<file path="config.mk">
export PLATFORM = sky130hd
export DESIGN_NAME = encoder_device_end_flat
export DESIGN_NICKNAME = d
export VERILOG_FILES = /design/src/video_encoder_pkg.sv /design/src/encoder_reg_if.sv /design/src/encoder_device_end.sv /design/src/flat_wrapper.sv
export SDC_FILE = /design/constraint.sdc
export NUM_CORES = 1
export LEC_CHECK = 0
export ABC_AREA = 1
export BUFFER_PORTS_ARGS = -buffer_cell sky130_fd_sc_hd__buf_2
export CAP_MARGIN = 30
export CORE_MARGIN = 2
export CORE_UTILIZATION = 35
export DETAILED_ROUTE_END_ITERATION = 8
export PLACE_DENSITY = 0.6
export SYNTH_ARGS = -nofsm -noshare
export SYNTH_HDL_FRONTEND = slang
export SYNTH_SLANG_ARGS = --single-unit
</file>
<file path="constraint.sdc">
create_clock -name clk -period 2.85 [get_ports clk]
set_input_delay 0.285 -clock clk [delete_from_list [all_inputs] [get_ports clk]]
set_output_delay 0.285 -clock clk [all_outputs]
set_load 0.02 [all_outputs]
</file>
<file path="src/video_encoder_pkg.sv">
package video_encoder_pkg;
  localparam int ADDR_W = 7;
  localparam int DATA_W = 8;
  localparam int PIX_W = 10;
  localparam int HCNT_W = 12;
  localparam int VCNT_W = 11;
  localparam int CG_W = 20;
  localparam int CRC_W = 6;
  localparam int DELAY_MAX = 4;
  // device register offsets
  localparam logic [6:0] OFF_MODE_2 = 7'h02;
  localparam logic [6:0] OFF_MODE_3 = 7'h03;
  localparam logic [6:0] OFF_MODE_4 = 7'h04;
  localparam logic [6:0] OFF_MODE_5 = 7'h05;
  localparam logic [6:0] OFF_COLOR_Y = 7'h06;
  localparam logic [6:0] OFF_COLOR_CR = 7'h07;
  localparam logic [6:0] OFF_COLOR_CB = 7'h08;
  localparam logic [6:0] OFF_MODE_6 = 7'h09;
  localparam logic [6:0] OFF_CG_HIGH = 7'h13;
  // mode_control_2 fields
  localparam int LUMA_DELAY_LSB = 0;
  localparam int CHROMA_DELAY_LSB = 3;
  localparam int DELAY_FIELD_W = 3;
  localparam int BIT_CG_ENABLE = 6;
  localparam int BIT_CG_CRC = 7;
  // mode_control_3 fields
  localparam int BIT_HD_SELECT = 0;
  localparam int BIT_CONV_A = 3;
  localparam int BIT_CONV_B = 4;
  localparam int BIT_CONV_C = 5;
  localparam int BIT_INTERP = 6;
  localparam logic [7:0] MODE_3_RESERVED_MASK = 8'h86;
  // mode_control_4 fields
  localparam int BIT_TIMING_RESET = 0;
  // mode_control_5 fields
  localparam int BIT_REVISION = 0;
  localparam int BIT_RGB = 1;
  localparam int BIT_CHROMA_SYNC = 2;
  localparam int BIT_SWAP = 3;
  localparam int BIT_GAMMA_CURVE = 4;
  localparam int BIT_GAMMA_EN = 5;
  localparam int BIT_ADAPT_MODE = 6;
  localparam int BIT_ADAPT_EN = 7;
  // revision code, value arbitrary
  localparam logic REVISION_VALUE = 1'b0;
  localparam logic [7:0] REG_RESET = 8'h00;
  localparam logic [7:0] MODE_6_PREP_VALUE = 8'h3e;
  localparam logic [1:0] STD_770_2 = 2'b00;
  localparam logic [1:0] STD_FULL_RANGE = 2'b10;
  localparam logic [VCNT_W-1:0] COPY_GEN_LINE = 11'h029;
  localparam logic [VCNT_W-1:0] FIRST_LINE = 11'h001;
  localparam logic [5:0] CRC_INIT = 6'h3f;
  localparam logic [5:0] CRC_POLY = 6'h03;
  // controller register offsets (apb byte addresses)
  localparam logic [7:0] OFF_CMD = 8'h00;
  localparam logic [7:0] OFF_STATUS = 8'h04;
  localparam int CMD_WDATA_LSB = 0;
  localparam int CMD_ADDR_LSB = 8;
  localparam int CMD_WRITE_BIT = 16;
  localparam int STAT_BUSY_BIT = 0;
  localparam int STAT_RDATA_LSB = 8;
endpackage

</file>
<file path="src/encoder_reg_if.sv">
`timescale 1ns/1ns
`default_nettype none
interface encoder_reg_if;
  import video_encoder_pkg::*;
  logic req;
  logic write;
  logic [ADDR_W-1:0] addr;
  logic [DATA_W-1:0] wdata;
  logic ack;
  logic [DATA_W-1:0] rdata;
  modport host_end (output req, output write, output addr, output wdata,
                    input ack, input rdata);
  modport device_end (input req, input write, input addr, input wdata,
                      output ack, output rdata);
endinterface
`default_nettype wire

</file>
<file path="src/encoder_device_end.sv">
// Local design decision: register access over APB.
`timescale 1ns/1ns
`default_nettype none
// Summary of operation
// - luma delayed zero to four pixel clocks
// - both chroma paths delayed up to four
// - copy-gen word flagged on line 41, progressive
// - crc enable replaces check bits automatically
// - hd select one means hdtv mode
// - each converter powered down when bit cleared
// - interpolation bit engages double rate filters
// - host writes 3e to 09 before toggling
// - timing reset pulse clears timing counters
// - rgb mode treats pixels as unsigned rgb
// - chroma sync only when allowed standard, not rgb
// - 4:4:4 routes red to b, swap exchanges
// - 4:2:2 drives c from multiplexed port
// - curve select picks first or second curve
// - gamma bypassed unless gamma enable set
// - adaptive mode ignored unless both filters on
// - adaptive filtering needs adaptive and sharpness
// - three 8-bit test colour registers
// - upper copy-gen register holds bits 16-19
// - host writes zeros to reserved bits
// - host programs 235/128/16, then black 16/128
// - sharpness enable switches luma sharpness filter
module encoder_device_end (
  input wire logic clk,
  input wire logic rstn,
  encoder_reg_if.device_end link,
  input wire logic hsync_n,
  input wire logic vsync_n,
  input wire logic [video_encoder_pkg::PIX_W-1:0] pix_y,
  input wire logic [video_encoder_pkg::PIX_W-1:0] pix_cr,
  input wire logic [video_encoder_pkg::PIX_W-1:0] pix_cb,
  input wire logic input_422,
  input wire logic [1:0] output_standard_code,
  input wire logic sharpness_enable,
  input wire logic [15:0] copy_gen_low,
  output logic [video_encoder_pkg::PIX_W-1:0] dac_a_data,
  output logic [video_encoder_pkg::PIX_W-1:0] dac_b_data,
  output logic [video_encoder_pkg::PIX_W-1:0] dac_c_data,
  output logic dac_c_is_red,
  output logic conv_a_on,
  output logic conv_b_on,
  output logic conv_c_on,
  output logic interp_on,
  output logic hd_mode,
  output logic rgb_mode,
  output logic chroma_sync_on,
  output logic gamma_on,
  output logic gamma_curve,
  output logic sharpness_on,
  output logic adaptive_on,
  output logic adaptive_mode,
  output logic [7:0] test_luma,
  output logic [7:0] test_red_diff,
  output logic [7:0] test_blue_diff,
  output logic copy_gen_insert,
  output logic [video_encoder_pkg::CG_W-1:0] copy_gen_word,
  output logic [video_encoder_pkg::HCNT_W-1:0] h_count,
  output logic [video_encoder_pkg::VCNT_W-1:0] v_count
);
  import video_encoder_pkg::*;
  logic [7:0] mode_control_2;
  logic [7:0] mode_control_3;
  logic [7:0] mode_control_4;
  logic [7:0] mode_control_5;
  logic [7:0] mode_control_6;
  logic [7:0] test_color_luma;
  logic [7:0] test_color_red_diff;
  logic [7:0] test_color_blue_diff;
  logic [7:0] copy_gen_data_high;
  logic timing_reset_prev;
  logic hsync_prev;
  logic vsync_prev;
  logic [PIX_W-1:0] dly_y [DELAY_MAX+1];
  logic [PIX_W-1:0] dly_cr [DELAY_MAX+1];
  logic [PIX_W-1:0] dly_cb [DELAY_MAX+1];
  function automatic logic [2:0] clamp_delay(input logic [2:0] d);
    clamp_delay = (d > 3'(DELAY_MAX)) ? 3'(DELAY_MAX) : d;
  endfunction
  // crc x^6+x+1 over the first 14 bits, lsb first
  function automatic logic [CRC_W-1:0] cg_crc(input logic [13:0] bits);
    logic [CRC_W-1:0] c;
    logic fb;
    c = CRC_INIT;
    for (int i = 0; i < 14; i++) begin
      fb = bits[i] ^ c[CRC_W-1];
      c = {c[CRC_W-2:0], 1'b0} ^ (fb ? CRC_POLY : 6'h00);
    end
    cg_crc = c;
  endfunction
  wire logic take = link.req && !link.ack;
  // timing reset fires when the bit returns low
  wire logic timing_reset_pulse = timing_reset_prev && !mode_control_4[BIT_TIMING_RESET];
  wire logic hsync_fall = hsync_prev && !hsync_n;
  wire logic vsync_fall = vsync_prev && !vsync_n;
  wire logic [2:0] luma_delay = clamp_delay(mode_control_2[LUMA_DELAY_LSB +: DELAY_FIELD_W]);
  wire logic [2:0] chroma_delay = clamp_delay(mode_control_2[CHROMA_DELAY_LSB +: DELAY_FIELD_W]);
  wire logic [CG_W-1:0] raw_word = {copy_gen_data_high[3:0], copy_gen_low};
  always_ff @(posedge clk or negedge rstn) begin
    if (!rstn) begin
      mode_control_2 <= REG_RESET;
      mode_control_3 <= REG_RESET;
      mode_control_4 <= REG_RESET;
      mode_control_5 <= REG_RESET;
      mode_control_6 <= REG_RESET;
      test_color_luma <= REG_RESET;
      test_color_red_diff <= REG_RESET;
      test_color_blue_diff <= REG_RESET;
      copy_gen_data_high <= REG_RESET;
    end else if (take && link.write) begin
      case (link.addr)
        OFF_MODE_2: mode_control_2 <= link.wdata;
        OFF_MODE_3: mode_control_3 <= link.wdata;
        OFF_MODE_4: mode_control_4 <= link.wdata;
        OFF_MODE_5: mode_control_5 <= link.wdata;
        OFF_COLOR_Y: test_color_luma <= link.wdata;
        OFF_COLOR_CR: test_color_red_diff <= link.wdata;
        OFF_COLOR_CB: test_color_blue_diff <= link.wdata;
        OFF_MODE_6: mode_control_6 <= link.wdata;
        OFF_CG_HIGH: copy_gen_data_high <= link.wdata;
        default: ;
      endcase
    end
  end
  always_ff @(posedge clk or negedge rstn) begin
    if (!rstn) begin
      link.ack <= 1'b0;
      link.rdata <= '0;
    end else begin
      link.ack <= take;
      if (take) begin
        case (link.addr)
          OFF_MODE_2: link.rdata <= mode_control_2;
          OFF_MODE_3: link.rdata <= mode_control_3;
          OFF_MODE_4: link.rdata <= mode_control_4;
          OFF_MODE_5: link.rdata <= {mode_control_5[7:1], REVISION_VALUE};
          OFF_COLOR_Y: link.rdata <= test_color_luma;
          OFF_COLOR_CR: link.rdata <= test_color_red_diff;
          OFF_COLOR_CB: link.rdata <= test_color_blue_diff;
          OFF_MODE_6: link.rdata <= mode_control_6;
          OFF_CG_HIGH: link.rdata <= copy_gen_data_high;
          default: link.rdata <= '0;
        endcase
      end
    end
  end
  always_ff @(posedge clk or negedge rstn) begin
    if (!rstn) begin
      timing_reset_prev <= 1'b0;
      hsync_prev <= 1'b1;
      vsync_prev <= 1'b1;
    end else begin
      timing_reset_prev <= mode_control_4[BIT_TIMING_RESET];
      hsync_prev <= hsync_n;
      vsync_prev <= vsync_n;
    end
  end
  always_ff @(posedge clk or negedge rstn) begin
    if (!rstn) begin
      h_count <= '0;
      v_count <= '0;
    end else if (timing_reset_pulse) begin
      h_count <= '0;
      v_count <= '0;
    end else begin
      h_count <= hsync_fall ? '0 : h_count + 1'b1;
      if (vsync_fall) begin
        v_count <= FIRST_LINE;
      end else if (hsync_fall) begin
        v_count <= v_count + 1'b1;
      end
    end
  end
  always_ff @(posedge clk or negedge rstn) begin
    if (!rstn) begin
      dly_y[0] <= '0;
      dly_cr[0] <= '0;
      dly_cb[0] <= '0;
    end else begin
      dly_y[0] <= pix_y;
      dly_cr[0] <= pix_cr;
      dly_cb[0] <= pix_cb;
    end
  end
  for (genvar i = 1; i <= DELAY_MAX; i++) begin : g_delay
    always_ff @(posedge clk or negedge rstn) begin
      if (!rstn) begin
        dly_y[i] <= '0;
        dly_cr[i] <= '0;
        dly_cb[i] <= '0;
      end else begin
        dly_y[i] <= dly_y[i-1];
        dly_cr[i] <= dly_cr[i-1];
        dly_cb[i] <= dly_cb[i-1];
      end
    end
  end
  always_ff @(posedge clk or negedge rstn) begin
    if (!rstn) begin
      dac_a_data <= '0;
      dac_b_data <= '0;
      dac_c_data <= '0;
      dac_c_is_red <= 1'b0;
    end else begin
      dac_a_data <= dly_y[luma_delay];
      if (input_422) begin
        dac_b_data <= '0;
        dac_c_data <= dly_cb[chroma_delay];
        dac_c_is_red <= mode_control_5[BIT_SWAP];
      end else if (mode_control_5[BIT_SWAP]) begin
        dac_b_data <= dly_cb[chroma_delay];
        dac_c_data <= dly_cr[chroma_delay];
        dac_c_is_red <= 1'b1;
      end else begin
        dac_b_data <= dly_cr[chroma_delay];
        dac_c_data <= dly_cb[chroma_delay];
        dac_c_is_red <= 1'b0;
      end
    end
  end
  always_ff @(posedge clk or negedge rstn) begin
    if (!rstn) begin
      conv_a_on <= 1'b0;
      conv_b_on <= 1'b0;
      conv_c_on <= 1'b0;
      interp_on <= 1'b0;
      hd_mode <= 1'b0;
      rgb_mode <= 1'b0;
      chroma_sync_on <= 1'b0;
      gamma_on <= 1'b0;
      gamma_curve <= 1'b0;
      sharpness_on <= 1'b0;
      adaptive_on <= 1'b0;
      adaptive_mode <= 1'b0;
      test_luma <= '0;
      test_red_diff <= '0;
      test_blue_diff <= '0;
    end else begin
      conv_a_on <= mode_control_3[BIT_CONV_A];
      conv_b_on <= mode_control_3[BIT_CONV_B];
      conv_c_on <= mode_control_3[BIT_CONV_C];
      interp_on <= mode_control_3[BIT_INTERP];
      hd_mode <= mode_control_3[BIT_HD_SELECT];
      rgb_mode <= mode_control_5[BIT_RGB];
      chroma_sync_on <= mode_control_5[BIT_CHROMA_SYNC] && !mode_control_5[BIT_RGB] &&
                        (output_standard_code == STD_770_2 ||
                         output_standard_code == STD_FULL_RANGE);
      gamma_on <= mode_control_5[BIT_GAMMA_EN];
      gamma_curve <= mode_control_5[BIT_GAMMA_CURVE];
      sharpness_on <= sharpness_enable;
      adaptive_on <= mode_control_5[BIT_ADAPT_EN] && sharpness_enable;
      adaptive_mode <= mode_control_5[BIT_ADAPT_MODE] && mode_control_5[BIT_ADAPT_EN] &&
                       sharpness_enable;
      test_luma <= test_color_luma;
      test_red_diff <= test_color_red_diff;
      test_blue_diff <= test_color_blue_diff;
    end
  end
  always_ff @(posedge clk or negedge rstn) begin
    if (!rstn) begin
      copy_gen_insert <= 1'b0;
      copy_gen_word <= '0;
    end else begin
      copy_gen_insert <= mode_control_2[BIT_CG_ENABLE] && !mode_control_3[BIT_HD_SELECT] &&
                         (v_count == COPY_GEN_LINE);
      copy_gen_word <= mode_control_2[BIT_CG_CRC] ?
                       {cg_crc(raw_word[13:0]), raw_word[13:0]} : raw_word;
    end
  end
endmodule
`default_nettype wire

</file>
<file path="src/flat_wrapper.sv">
// flat-port wrapper written by rule: the top's interface ports become plain ports
module encoder_device_end_flat import video_encoder_pkg::*;
  (clk, rstn, hsync_n, vsync_n, pix_y, pix_cr, pix_cb, input_422, output_standard_code, sharpness_enable, copy_gen_low, dac_a_data, dac_b_data, dac_c_data, dac_c_is_red, conv_a_on, conv_b_on, conv_c_on, interp_on, hd_mode, rgb_mode, chroma_sync_on, gamma_on, gamma_curve, sharpness_on, adaptive_on, adaptive_mode, test_luma, test_red_diff, test_blue_diff, copy_gen_insert, copy_gen_word, h_count, v_count, link_req, link_write, link_addr, link_wdata, link_ack, link_rdata);
  encoder_reg_if link_i ();
  input wire logic clk;
  input wire logic rstn;
  input wire logic hsync_n;
  input wire logic vsync_n;
  input wire logic [video_encoder_pkg::PIX_W-1:0] pix_y;
  input wire logic [video_encoder_pkg::PIX_W-1:0] pix_cr;
  input wire logic [video_encoder_pkg::PIX_W-1:0] pix_cb;
  input wire logic input_422;
  input wire logic [1:0] output_standard_code;
  input wire logic sharpness_enable;
  input wire logic [15:0] copy_gen_low;
  output logic [video_encoder_pkg::PIX_W-1:0] dac_a_data;
  output logic [video_encoder_pkg::PIX_W-1:0] dac_b_data;
  output logic [video_encoder_pkg::PIX_W-1:0] dac_c_data;
  output logic dac_c_is_red;
  output logic conv_a_on;
  output logic conv_b_on;
  output logic conv_c_on;
  output logic interp_on;
  output logic hd_mode;
  output logic rgb_mode;
  output logic chroma_sync_on;
  output logic gamma_on;
  output logic gamma_curve;
  output logic sharpness_on;
  output logic adaptive_on;
  output logic adaptive_mode;
  output logic [7:0] test_luma;
  output logic [7:0] test_red_diff;
  output logic [7:0] test_blue_diff;
  output logic copy_gen_insert;
  output logic [video_encoder_pkg::CG_W-1:0] copy_gen_word;
  output logic [video_encoder_pkg::HCNT_W-1:0] h_count;
  output logic [video_encoder_pkg::VCNT_W-1:0] v_count;
  input wire logic [$bits(link_i.req)-1:0] link_req;
  input wire logic [$bits(link_i.write)-1:0] link_write;
  input wire logic [$bits(link_i.addr)-1:0] link_addr;
  input wire logic [$bits(link_i.wdata)-1:0] link_wdata;
  output wire logic [$bits(link_i.ack)-1:0] link_ack;
  output wire logic [$bits(link_i.rdata)-1:0] link_rdata;
  assign link_i.req = link_req;
  assign link_i.write = link_write;
  assign link_i.addr = link_addr;
  assign link_i.wdata = link_wdata;
  assign link_ack = link_i.ack;
  assign link_rdata = link_i.rdata;
  encoder_device_end u_core (.clk(clk), .rstn(rstn), .link(link_i), .hsync_n(hsync_n), .vsync_n(vsync_n), .pix_y(pix_y), .pix_cr(pix_cr), .pix_cb(pix_cb), .input_422(input_422), .output_standard_code(output_standard_code), .sharpness_enable(sharpness_enable), .copy_gen_low(copy_gen_low), .dac_a_data(dac_a_data), .dac_b_data(dac_b_data), .dac_c_data(dac_c_data), .dac_c_is_red(dac_c_is_red), .conv_a_on(conv_a_on), .conv_b_on(conv_b_on), .conv_c_on(conv_c_on), .interp_on(interp_on), .hd_mode(hd_mode), .rgb_mode(rgb_mode), .chroma_sync_on(chroma_sync_on), .gamma_on(gamma_on), .gamma_curve(gamma_curve), .sharpness_on(sharpness_on), .adaptive_on(adaptive_on), .adaptive_mode(adaptive_mode), .test_luma(test_luma), .test_red_diff(test_red_diff), .test_blue_diff(test_blue_diff), .copy_gen_insert(copy_gen_insert), .copy_gen_word(copy_gen_word), .h_count(h_count), .v_count(v_count));
endmodule
</file>
After elaboration in Yosys (flattened, before gate mapping)
Index checks and enable logic that the tools add are counted.

Register bits: 345. Output and inout bits: 120.

Add/subtract/negate cells: 2. Magnitude comparators: 4. Equal/unequal tests: 11. Multiplexer cells: 38. Bitwise operators: 29. Reduce and logical (&&, ||, !) cells: 30.

Operators by type and width (count): $mux W10 (10); $bmux W10 S3 (3); $xor A6 B6 Y6 (13); $pmux W8 S9 (1); $mux W11 (3); $eq A7 B3 Y1 const B (4); $mux W2 (14); $mux W12 (2); $mux W20 (1); $reduce_and A2 Y1 (9); $eq A7 B2 Y1 const B (2); $eq A7 B4 Y1 const B (2); $xor A1 B1 Y1 (13); $add A12 B1 Y12 const B (1); $logic_and A1 B1 Y1 (12); $add A11 B1 Y11 const B (1); $eq A11 B6 Y1 const B (1); $ge A4 B4 Y1 const B (2); $not A3 Y4 (2); $eq A7 B5 Y1 const B (1); $gt A3 B3 Y1 const B (2); $logic_not A1 Y1 (6); $mux W3 (2); $not A5 Y5 (1); other kinds (5) (6).

Logic depth before layout (Yosys ltp)
Depth after elaboration: 42. Depth in mapped cells: 11.

Worst setup path before layout
OpenSTA, ideal clock, no wires.

Path type: register -> register. Start: register u_core.link.ack. End: register u_core.test_color_red_diff[5]. Library setup time: 124 ps. Arrival: 1479 ps. Data required time: 2726 ps. Path slack: 1247 ps. Cell stages (with the launch flop): 8. Path buffers: 1. Clock period less this slack: 1603 ps. Cells stage by stage: dfrtp_1 nor2_4 inv_6 nor2_8 nand3_4 buf_6 nand2_1 o21ai_2.

Cells in the longest elaborated chain, start to end: 4.

Ends and longest elaborated chain: start, declared (RTL line encoder_reg_if.sv:14) `output ack, output rdata);`; start signal, assigned (RTL line encoder_device_end.sv:133) `link.ack <= take;`; $logic_not A1 Y1 (RTL line encoder_device_end.sv:94) `wire logic take = link.req && !link.ack;`; $logic_and A1 B1 Y1 (RTL line encoder_device_end.sv:94); named net u_core.take (RTL line encoder_device_end.sv:94); $logic_and A1 B1 Y1 (RTL line encoder_device_end.sv:113) `end else if (take && link.write) begin`; $reduce_and A2 Y1 (no line); end signal, assigned (RTL line encoder_device_end.sv:120) `OFF_COLOR_CR: test_color_red_diff <= link.wdata;`; end, declared (RTL line encoder_device_end.sv:71) `logic [7:0] test_color_red_diff;`.

The timed path passes the listed nets, and every way through them passes these cells. A chain may end at the register's enable or synchronous reset.

Final worst setup path
Start: register u_core.mode_control_2[2]. End: register u_core.dac_a_data[8] (netlist bit).

Cells in the longest elaborated chain, start to end: 6.

Ends and longest elaborated chain: start, declared (RTL line encoder_device_end.sv:65) `logic [7:0] mode_control_2;`; start signal, assigned (RTL line encoder_device_end.sv:115) `OFF_MODE_2: mode_control_2 <= link.wdata;`; $gt A3 B3 Y1 (RTL line encoder_device_end.sv:81) `clamp_delay = (d > 3'(DELAY_MAX)) ? 3'(DELAY_MAX) : d;`; $mux W3 (*) (RTL line encoder_device_end.sv:81); $not A3 Y4 (implied by the code) (*) (RTL line encoder_device_end.sv:208) `dac_a_data <= dly_y[luma_delay];`; $bmux W10 S3 (*) (RTL line encoder_device_end.sv:208); $mux W10 (implied by the code) (*) (2 in a row) (RTL line encoder_device_end.sv:208); end signal, assigned (RTL line encoder_device_end.sv:208); end, declared (RTL line encoder_device_end.sv:40) `output logic [video_encoder_pkg::PIX_W-1:0] dac_a_data,`.

Every way passes the cells marked *; elsewhere a longest branch is shown, timed or not. The select of a mux whose other input is x is not followed.

==> flow_summary.json <==
{
  "routed_via_density": 4.68,
  "cap_violations": 0,
  "worstPathMaxFanout": 15,
  "clk_latency_ns": 0.56,
  "cts_tree": "yes",
  "grt_pass1_vias": 9617,
  "gp_congestion": 0.874,
  "synth-edff-count": 0,
  "hold_class": "input pin to register",
  "yosysTopAreaCellShare_pct": 63.9,
  "worst_slew_pin_slew_ns": 0.940,
  "finalInstanceArea_um2": 16700,
  "skew_ns": 0.0232,
  "portBuffers": 189,
  "synth_common_cells": "342 x dfrtp_1, 289 x nand2_1, 165 x nand3_1",
  "ant_nets": 0,
  "cp.required_ns": 3.31,
  "place_area_um2": 15000,
  "rsz0062_at_grt": "no",
  "hold_viol": 0,
  "htree_levels": 2,
  "drtIter0Drc": 526,
  "path_class": "register to register",
  "avgSynthCellArea_um2": 10.0,
  "setup_tns_ns": 0,
  "arrival_ns": 2.38,
  "hpwl_um": 22500,
  "synthMostInstantiatedCell": "dfrtp_1",
  "max_freq_mhz": 522,
  "syn_nets": 1414,
  "layout.nets": 1677,
  "grt_max_degree": 82,
  "post_drt_wl_per_cell_um": 15.7,
  "power_density_nw_per_um2": 656,
  "syn_to_final_growth_pct": 24.7,
  "dieArea_um2": 39900,
  "ios": 191,
  "drive_gt1_share_pct": 20.7,
  "p_leak_uw": 0.00846,
  "holdCritStartpoint": "link_req",
  "num_vias": 10016,
  "synthFlopType": "dfrtp_1",
  "syn_inst": 1340,
  "ys_top_cells_by_area": "dfrtp_1 64%, nand2_1 8.1%, nand3_1 6.2%",
  "crit_start": "u_core.mode_control_2[2]",
  "yosys.cell_types.count": 40,
  "initial_core_util_pct": 35.6,
  "fin_crit_sh_pct": 67.2,
  "drc": 0,
  "synth_top_area_cell": "dfrtp_1",
  "grt_antenna_before_repair": 3,
  "cts_inserted_buffers": 39,
  "ctsLongestPathBuffers": 3,
  "synth-seq-cells": 344,
  "grt-ovfl-total": 0,
  "wl_um": 33600,
  "cts_root_buf": "clkbuf_16",
  "cts_num_sinks": 344,
  "die_x_um": 200,
  "rows": 71,
  "clk_pin_slew_ns": 0.06,
  "yosysSeqAreaShare_pct": 64.3,
  "fp.dieH_um": 200,
  "finalWorstSetupSlack_ns": 0.935,
  "setup_viol": 0,
  "yosys_warnings": 0,
  "cp-end-kind": "register",
  "finalMaxSlewViolations": 0,
  "r2r-start": "u_core.mode_control_2[2]",
  "track_usage_pct": 17.2,
  "startpoint_type": "register",
  "slew_headroom_pct": 37.1,
  "async_flop_share_pct": 100,
  "syn_area_um2": 13400,
  "ir_drop_uv": 364,
  "post-place-ws_ns": 0.930,
  "min_period_ns": 1.92,
  "outcome": "complete, no violations",
  "grt_pass1_wl_um": 52900,
  "core_um2": 37700,
  "firstDrtPassIters": 5
}
[metrics by stage]
stage / utilization, % / cells / total power (uW) / hold WS (ns)
final: 44.4 / 2142 / 11000 / 0.0578
after global routing: 44.3 / 2140 / 11500 / 0.0539
after CTS: 44.3 / 2140 / 11100 / 0.0242
after detailed placement: 39.7 / 2022 / 6190 / 0.350
after global placement: 39.7 / 2022 / 6170 / 0.345
after floorplan: - / 1340 / 5770 / -0.0106
[critical path: stages, from the launching register on]
cell	delay (ns)
dfrtp_1	0.44
inv_2	0.26
nand2_1	0.27
inv_1	0.37
o21ai_0	0.15
o21a_1	0.21
a21oi_1	0.13
[state kept, by name (all words and copies together) (netlist names), 10 cells and up]
name	flops
u_core.h_count	12
u_core.copy_gen_word	20
u_core.dly_cr	50
u_core.dac_b_data	10
u_core.dac_a_data	10
u_core.dly_y	50
u_core.dly_cb	50
u_core.v_count	11
u_core.dac_c_data	10
[placed cells by master (no fill, tap or decap), types with 3 or more instances in the layout]
cell type,Yosys,final
clkbuf_8,0,10
buf_4,2,18
nor2_2,5,5
inv_1,130,130
o21ai_2,11,11
clkinv_2,0,7
nor3_1,13,13
dlygate4sd3_1,0,51
o211ai_1,12,12
nand2_4,3,3
buf_2,17,188
o21ai_1,43,43
o2111ai_1,7,7
nor2_4,3,3
a31oi_1,3,3
nand2_2,3,3
xor2_1,7,7
clkbuf_16,0,40
nor2_1,114,114
buf_12,0,4
nor4_1,3,3
nand2_1,289,289
or2_2,28,28
nand3_4,6,6
nand4_1,6,6
nand3_1,165,165
nand3b_1,24,24
clkbuf_1,10,6
ha_1,3,3
o21ai_0,45,45
a21oi_1,20,20
dfrtp_1,342,342
[area by class of cell]
class                      instances  area [um2]
clock buffer                      56        1160
tap                              511         639
clock inverter                    11        75.1
sequential                       344        8610
inverter                         135         512
fill                            3662       21000
antenna                            2        5.00
timing repair buffer             262        1680
multi-input combinational        821        4030
[path summary, 6_finish.rpt]
check	to	slack, ns	depth (start not counted)
setup / recovery	u_core.dac_a_data[8]	0.93	6
hold / removal	u_core.link.ack	0.06	3
setup reg to reg	u_core.dac_a_data[8]	0.93	6
hold reg to reg	u_core.dly_cr[28]	0.36	0
max in group asynchronous	u_core.hsync_prev	1.71	3
min in group asynchronous	u_core.dly_y[41]	0.35	2
[routing by layer]
metal / wire (um) / track usage (%) / vias up / share of wire, %
met5: 9 / 0 / - / 0.027
met4: 748 / 5.19 / 2 / 2.2
met3: 2200 / 4.64 / 60 / 6.5
met2: 15600 / 26.7 / 261 / 46
met1: 15100 / 23.6 / 4822 / 45
li1: - / - / 4871 / -
[cell families after synthesis]
family	Yosys count	share of synthesized area (%)
and+or+nand+nor	666	23.0
DFF	344	64.3
buffers and inverters	175	5.71
AOI/OAI and AO/OA	145	6.31
xor gates and xnor gates	7	0.457
adders and majority gates	3	0.280
[where the power goes]
| part | total, uW | switching, uW | leakage, uW | internal [uW] |
|---|---|---|---|---|
| clock | 4810 | 1980 | 0.000611 | 2830 |
| combinational | 893 | 589 | 0.00352 | 304 |
| sequential | 5260 | 137 | 0.00433 | 5120 |
[what timing repair did]
action / CTS / global route
hold buffers: 51 / 0
resized for setup: 0 / 0
hold endpoints to repair: 125 / 0
setup buffers: 0 / 0
(Power assumes the default switching activity.)
